### src/core/ecw_pkg.sv
package ecw_pkg;
	localparam int POS_W = 32;
	localparam int WIDE_W = 64;
	localparam int WORD_W = 16;
	localparam int ST_BITS = 13;
	localparam int MT_BITS = 12;
	// Controller control word fields
	localparam int CCW_PLC_BIT = 10;
	localparam int HB_LSB = 12;
	localparam int HB_MSB = 15;
	// Encoder status word fields
	localparam int ESW_CTRL_REQ_BIT = 9;
	// Sensor control word fields
	localparam int SCW_HOME_MODE_BIT = 11;
	localparam int SCW_PRESET_BIT = 12;
	localparam int SCW_CYCLIC_BIT = 13;
	localparam int SCW_PARK_BIT = 14;
	localparam int SCW_ACK_BIT = 15;
	// Sensor status word fields
	localparam int SSW_ACK_SEEN_BIT = 11;
	localparam int SSW_PRESET_DONE_BIT = 12;
	localparam int SSW_CYCLIC_BIT = 13;
	localparam int SSW_PARK_BIT = 14;
	localparam int SSW_ERR_BIT = 15;
	// Reset values and heartbeat loss limit
	localparam logic [POS_W-1:0] PRESET_RST = 32'h0000_0000;
	localparam logic [WIDE_W-1:0] OFFSET_RST = 64'h0000_0000_0000_0000;
	localparam logic [WORD_W-1:0] WORD_RST = 16'h0000;
	localparam logic [3:0] HB_RST = 4'h0;
	localparam logic [2:0] HB_LOSS_LIMIT = 3'h3;
	typedef enum logic [2:0] {
		ECW_PR_IDLE = 3'b001,
		ECW_PR_APPLY = 3'b010,
		ECW_PR_DONE = 3'b100
	} ecw_preset_state_type;
endpackage

### src/core/ecw_offset_if.sv
`timescale 1ns/10ps
interface ecw_offset_if;
	logic wr_en;
	logic [63:0] wr_data;
	logic [63:0] rd_data;
	modport ctrl(output wr_en, output wr_data, input rd_data);
	modport store(input wr_en, input wr_data, output rd_data);
endinterface

### src/core/ecw_cyclic_io.sv
`timescale 1ns/10ps
module ecw_cyclic_io
	import ecw_pkg::*;
(
	input wire logic core_clk,
	input wire logic arst_n,
	input wire logic cycle_strobe,
	input wire logic [WORD_W-1:0] controller_control_word,
	input wire logic [WORD_W-1:0] sensor_control_word,
	input wire logic [ST_BITS-1:0] singleturn_count,
	input wire logic [MT_BITS-1:0] multiturn_count,
	input wire logic compat_mode,
	input wire logic class4_enable,
	input wire logic local_control_only,
	input wire logic error_active,
	input wire logic [POS_W-1:0] error_code,
	input wire logic preset_param_wr,
	input wire logic [POS_W-1:0] preset_param_data,
	input wire logic [WIDE_W-1:0] stored_offset,
	input wire logic restore_offset,
	output logic [POS_W-1:0] primary_position_word,
	output logic [POS_W-1:0] secondary_position_word,
	output logic [WIDE_W-1:0] wide_position_word,
	output logic [WORD_W-1:0] encoder_status_word,
	output logic [WORD_W-1:0] sensor_status_word,
	output logic [WIDE_W-1:0] offset_value,
	output logic comm_lost
);
	ecw_offset_if ofs_bus();
	ecw_preset_state_type pr_state_reg;
	ecw_preset_state_type pr_state_next;
	logic [POS_W-1:0] preset_reg;
	logic [3:0] dev_hb_reg;
	logic [3:0] last_hb_reg;
	logic [2:0] stall_cnt_reg;
	logic ack_seen_reg;
	logic [WIDE_W-1:0] raw_pos;
	logic [WIDE_W-1:0] adj_pos;
	logic [WIDE_W-1:0] ofs;
	logic ctrl_valid;
	logic preset_req;
	logic relative_mode;
	logic cyclic_req;
	logic park_req;
	logic ack_req;
	logic err_shown;
	logic [WIDE_W-1:0] abs_offset;
	logic [WIDE_W-1:0] rel_offset;
	logic [3:0] ctrl_hb;

	ecw_offset_store u_store (
		.core_clk(core_clk),
		.arst_n(arst_n),
		.restore_value(stored_offset),
		.restore_en(restore_offset),
		.port(ofs_bus.store)
	);

	assign raw_pos = {{(WIDE_W-ST_BITS-MT_BITS){1'b0}}, multiturn_count, singleturn_count};
	assign ofs = ofs_bus.rd_data;
	assign adj_pos = raw_pos + ofs;

	assign ctrl_valid = compat_mode | controller_control_word[CCW_PLC_BIT];
	assign preset_req = ctrl_valid & sensor_control_word[SCW_PRESET_BIT];
	assign relative_mode = sensor_control_word[SCW_HOME_MODE_BIT];
	assign cyclic_req = ctrl_valid & sensor_control_word[SCW_CYCLIC_BIT];
	assign park_req = ctrl_valid & sensor_control_word[SCW_PARK_BIT];
	assign ack_req = ctrl_valid & sensor_control_word[SCW_ACK_BIT];
	assign err_shown = error_active & ~park_req;
	assign abs_offset = {{(WIDE_W-POS_W){1'b0}}, preset_reg} - raw_pos;
	assign rel_offset = ofs + {{(WIDE_W-POS_W){1'b0}}, preset_reg};
	assign ctrl_hb = controller_control_word[HB_MSB:HB_LSB];

	assign ofs_bus.wr_en = (pr_state_reg == ECW_PR_APPLY);
	assign ofs_bus.wr_data = relative_mode ? rel_offset : abs_offset;

	always_comb begin
		pr_state_next = pr_state_reg;
		case (pr_state_reg)
			ECW_PR_IDLE: begin
				if (cycle_strobe && preset_req) begin
					pr_state_next = ECW_PR_APPLY;
				end
			end
			ECW_PR_APPLY: begin
				pr_state_next = ECW_PR_DONE;
			end
			ECW_PR_DONE: begin
				// Request bit counts as clear while control is not valid
				if (cycle_strobe && !preset_req) begin
					pr_state_next = ECW_PR_IDLE;
				end
			end
			default: begin
				pr_state_next = ECW_PR_IDLE;
			end
		endcase
	end

	always_ff @(posedge core_clk or negedge arst_n) begin
		if (!arst_n) begin
			pr_state_reg <= ECW_PR_IDLE;
		end else begin
			pr_state_reg <= pr_state_next;
		end
	end

	// preset defaults to zero, parameter write only
	always_ff @(posedge core_clk or negedge arst_n) begin
		if (!arst_n) begin
			preset_reg <= PRESET_RST;
		end else if (preset_param_wr) begin
			preset_reg <= preset_param_data;
		end
	end

	always_ff @(posedge core_clk or negedge arst_n) begin
		if (!arst_n) begin
			dev_hb_reg <= HB_RST;
			last_hb_reg <= HB_RST;
			stall_cnt_reg <= 3'h0;
			comm_lost <= 1'b0;
		end else if (cycle_strobe) begin
			dev_hb_reg <= dev_hb_reg + 4'h1;
			last_hb_reg <= ctrl_hb;
			if (ctrl_hb == last_hb_reg) begin
				if (stall_cnt_reg != HB_LOSS_LIMIT) begin
					stall_cnt_reg <= stall_cnt_reg + 3'h1;
				end
				comm_lost <= (stall_cnt_reg + 3'h1 >= HB_LOSS_LIMIT);
			end else begin
				stall_cnt_reg <= 3'h0;
				comm_lost <= 1'b0;
			end
		end
	end

	// Error acknowledge seen, held until request drops
	always_ff @(posedge core_clk or negedge arst_n) begin
		if (!arst_n) begin
			ack_seen_reg <= 1'b0;
		end else if (cycle_strobe) begin
			ack_seen_reg <= ack_req;
		end
	end

	// Outputs refreshed once per network cycle
	always_ff @(posedge core_clk or negedge arst_n) begin
		if (!arst_n) begin
			primary_position_word <= '0;
			secondary_position_word <= '0;
			wide_position_word <= '0;
			encoder_status_word <= WORD_RST;
			sensor_status_word <= WORD_RST;
			offset_value <= OFFSET_RST;
		end else if (cycle_strobe) begin
			primary_position_word <= adj_pos[POS_W-1:0];
			if (err_shown) begin
				secondary_position_word <= error_code;
			end else if (cyclic_req) begin
				secondary_position_word <= adj_pos[POS_W-1:0];
			end else begin
				secondary_position_word <= '0;
			end
			wide_position_word <= class4_enable ? adj_pos : raw_pos;
			encoder_status_word <= {dev_hb_reg, 2'b00, ~local_control_only, 9'h000};
			sensor_status_word <= {err_shown, park_req, cyclic_req & ~err_shown,
				pr_state_reg == ECW_PR_DONE, ack_seen_reg, 11'h000};
			offset_value <= ofs;
		end
	end
endmodule

### src/core/ecw_offset_store.sv
`timescale 1ns/10ps
// Holds the preset offset; stands in for the retained store.
module ecw_offset_store
	import ecw_pkg::*;
(
	input wire logic core_clk,
	input wire logic arst_n,
	input wire logic [WIDE_W-1:0] restore_value,
	input wire logic restore_en,
	ecw_offset_if.store port
);
	logic [WIDE_W-1:0] mem_reg;
	always_ff @(posedge core_clk or negedge arst_n) begin
		if (!arst_n) begin
			mem_reg <= OFFSET_RST;
		end else if (port.wr_en) begin
			mem_reg <= port.wr_data;
		end else if (restore_en) begin
			mem_reg <= restore_value;
		end
	end
	assign port.rd_data = mem_reg;
endmodule

### config.mk
export PLATFORM = sky130hd
export DESIGN_NAME = ecw_cyclic_io
export DESIGN_NICKNAME = d
export VERILOG_FILES = /design/src/core/ecw_pkg.sv /design/src/core/ecw_offset_if.sv /design/src/core/ecw_cyclic_io.sv /design/src/core/ecw_offset_store.sv
export SDC_FILE = /design/constraint.sdc
export NUM_CORES = 1
export LEC_CHECK = 0
export ABC_AREA = 1
export BUFFER_PORTS_ARGS = -buffer_cell sky130_fd_sc_hd__buf_4
export CORE_MARGIN = 8
export CORE_UTILIZATION = 35
export CTS_CLUSTER_DIAMETER = 80
export DETAILED_ROUTE_END_ITERATION = 7
export PLACE_DENSITY = 0.54
export SLEW_MARGIN = 40
export SYNTH_ARGS = -nofsm -noshare
export SYNTH_HDL_FRONTEND = slang
export SYNTH_SLANG_ARGS = --single-unit
### constraint.sdc
create_clock -name core_clk -period 3.1 [get_ports core_clk]
set_clock_uncertainty 0.15 [all_clocks]
set_input_delay 0.31 -clock core_clk [delete_from_list [all_inputs] [get_ports core_clk]]
set_output_delay 0.31 -clock core_clk [all_outputs]
set_load 0.02 [all_outputs]
==> results by group <==
Timing
  – Final min period: roughly 2.8 ns
  – Max-Slew Margin vs Limit: 0.508
  – Setup TNS Final: 0 ns
  – RSZ-0062 raised after global routing: false
  – Final hold violation count: 0
  – Final period util: 0.913
  – Worst Tran Pin Value: between 0.7 and 0.8 ns
  – Slew Limit Fails: 0
  – Final setup fails: 0
  – Max frequency: approximately 0.35 GHz

Layout
  – Layout area overhead: 31.6%
  – Cell area after layout: 28800 sq um
  – Layout cells sized above 1: 0.144
  – Layout Utilization: 0.466
  – NumNets Final: ~4000
  – Non-filler instance count after layout: about 4700

Die
  – Die height: around 270 microns
  – Die W: 266 microns
  – Core Rows: ~90
  – Initial Utilization: 0.354
  – CORE AREA: ~62000 sq um
  – I/O pins: around 420
  – Die area: a little over 70000 sq um

Worst setup path
  – CP Class: register to register
  – Max FO, Critical Path: 6
  – Crit start category: register
  – Critical Path AT: approximately 3.2 ns
  – Crit. End Element: register
  – Critical Path RT: 3.42 ns

CTS
  – CTS tree: done
  – # clock sinks: between 300 and 400
  – Clk buf depth: 3
  – Setup bufs post-CTS: 0
  – Clock latency on the worst-skew pair: 0.58 ns
  – Root buf cell: clkbuf_16
  – Reg clk slew, reported paths: roughly 0.060 ns
  – H-tree depth: 2
  – Num CTS Buffers: between 40 and 50

Power and ir drop
  – Power Dens Cells: 813 nW/um^2
  – Lkg Pwr: roughly 15 nW
  – Power after layout: roughly 0.023 W
  – Worst VDD drop: around 0.00040 V

Drt
  – ANT nets after route: 0
  – Detailed-route wire length per cell: 20.4 microns
  – Initial DRC Count: approximately 1700
  – Final WL: between 90000 and 100000 microns
  – DRC viols: 0
  – Vias/cell: about 5.0
  – Drt pass-1 iters: 7
  – Vias: roughly 24000

Placed design
  – Input/output buffers: 374
  – Placed Cells: 4466
  – Post-DP HPWL: roughly 77000 microns
  – Placed instance area: 25900 sq um
  – Final GP Congestion: ~0.99

Yosys
  – Top post-synthesis cells by area: dfrtp_1, nand2_1, inv_1
  – Syn Std Cell Area: approximately 22000 sq um
  – Netlist cell types: ~50
  – Asr flop ratio synth: 1.00
  – Yosys warns: 0
  – Syn Inst Count: around 3300
  – Post-synthesis average cell area: roughly 6.6 sq um
  – Flops & latches, synth: approximately 310
  – Sequential area share after synthesis: 0.359
  – Share of the synthesized area in the top cell type: 0.358
  – Dominant synthesized flop cell: dfrtp_1
  – Area leader, netlist: dfrtp_1
  – Post-synth EDFFs: 0

GRT
  – Largest net degree at the start of global routing: 167
  – Initial antenna violation count: 1
  – Global-route wire length before repair: 143000 microns
  – Total track usage: 0.263
  – Vias in the first global route: 23246
  – GRT overflow: 0

Flow run
  – Max cap viols: 0

Status
  – Status: completed

Worst hold path
  – HP Class: input port to register
-- metal layers --
metal	global-route usage	wire, microns	part of all wire	up-vias
met3	0.0549	6960	0.073	141
met4	0.0894	3220	0.034	0
met2	0.414	42600	0.44	749
met1	0.357	43000	0.45	11125
li1	-	-	-	11604
met5	0	0	0	-
-- logic make-up (layout without fill, tap and decap cells) --
| kind of cell | count (synthesis) | count (layout) | share of synthesized area |
|---|---|---|---|
| AOI/OAI and AO/OA | 441 | 441 | 0.115 |
| other | 1 | 23 | 0.000171 |
| muxes | 23 | 23 | 0.0118 |
| buffers and inverters | 513 | 1053 | 0.0926 |
| DFF | 314 | 314 | 0.359 |
| and+or+nand+nor | 1876 | 1876 | 0.353 |
| xor gates and xnor gates | 40 | 40 | 0.0160 |
| adders and majority gates | 89 | 89 | 0.0519 |
-- per-stage QoR --
| step | hold WS (ns) | setup slack [ns] |
|---|---|---|
| floorplan | -0.136 | 0.803 |
| global placement | 0.240 | 0.179 |
| detailed placement | 0.238 | 0.167 |
| CTS | 0.000484 | 0.170 |
| global route | 0.00740 | 0.0466 |
| finish | 0.00576 | 0.269 |
-- worst max-delay path: stages, from the launching register on --
cell and delay [ns]:
dfrtp_1 0.44, ha_1 0.38, nand2_1 0.13, inv_1 0.05, nand2_1 0.08, nand2_1 0.06
nand2_1 0.06, nand3_1 0.18, nand2_1 0.17, nand3_1 0.35, or2_2 0.42, nand2_1 0.07
nand3_1 0.07, nand2_1 0.07, nand2_1 0.04
-- timing repair --
action,in CTS,in global routing
endpoints found under the setup margin,0,5
endpoints found under the hold margin,237,1
gates resized for setup,0,2
hold buffers,155,1
-- power by group --
group / internal (W) / switching (W)
Clock: 0.00292 / 0.00199
Combinational: 0.00408 / 0.00771
Sequential: 0.00538 / 0.00135
-- Yosys cell counts, types with 4 or more instances --
cell type,n
a21boi_0,5
a21oi_1,123
a22oi_1,4
a32o_1,4
and2_1,8
buf_1,7
buf_2,7
buf_4,25
clkbuf_1,82
clkinv_1,4
dfrtp_1,313
ha_1,86
inv_1,382
inv_2,6
mux2_2,23
nand2_1,1252
nand2_2,4
nand3_1,285
nand3b_1,16
nand4_1,34
nor2_1,211
nor2_2,6
nor3_1,31
nor3_2,5
nor4_1,7
o211ai_1,41
o21a_1,46
o21ai_0,183
o21ai_1,10
o21bai_1,12
or2_2,7
xnor2_1,21
xor2_1,19
-- layout by cell type, fill, tap and decap left out, types with 4 or more instances in the layout --
| cell | count |
|---|---|
| nor2_1 | 211 |
| a22oi_1 | 4 |
| conb_1 | 22 |
| xnor2_1 | 21 |
| nor4_1 | 7 |
| a32o_1 | 4 |
| a21boi_0 | 5 |
| nand2_1 | 1251 |
| nor3_2 | 4 |
| nand3b_1 | 16 |
| dfrtp_1 | 313 |
| nor2_2 | 6 |
| and2_1 | 8 |
| nand3_1 | 284 |
| inv_1 | 381 |
| buf_12 | 11 |
| o21ai_0 | 182 |
| o21bai_1 | 12 |
| nor3_1 | 31 |
| o21ai_1 | 11 |
| mux2_2 | 23 |
| clkbuf_16 | 42 |
| nand2_2 | 5 |
| clkbuf_1 | 11 |
| o211ai_1 | 41 |
| o21a_1 | 46 |
| or2_2 | 7 |
| xor2_1 | 19 |
| ha_1 | 86 |
| clkbuf_8 | 10 |
| nand4_1 | 34 |
| buf_4 | 420 |
| a21oi_1 | 122 |
| dlygate4sd3_1 | 156 |
| inv_2 | 7 |
-- worst paths after layout --
| check | from | endpoint | slack [ns] | cells after the start |
|---|---|---|---|---|
| hold reg to reg | offset_value[23]$_DFFE_PN0P_ | offset_value[23]$_DFFE_PN0P_ | 0.32 | 2 |
| max in group asynchronous | arst_n | pr_state_reg[0]$_DFFE_PN1P_ | 1.77 | 3 |
| setup / recovery | u_store.port.rd_data[3]$_DFFE_PN0P_ | u_store.port.rd_data[25]$_DFFE_PN0P_ | 0.27 | 14 |
| setup reg to reg | u_store.port.rd_data[3]$_DFFE_PN0P_ | u_store.port.rd_data[25]$_DFFE_PN0P_ | 0.27 | 14 |
| min in group asynchronous | arst_n | comm_lost$_DFFE_PN0P_ | 0.22 | 2 |
| hold / removal | restore_offset | u_store.port.rd_data[14]$_DFFE_PN0P_ | 0.006 | 3 |
-- layout make-up --
cell class	instances	area (sq um)
clock inverter	10	144
tap	837	1050
timing repair buffer	588	4950
inverter	392	1480
fill	6573	33000
clock buffer	63	1230
antenna	1	2.50
sequential	314	7860
multi-input combinational	2491	12100
Power figures use the tool's default switching activity.
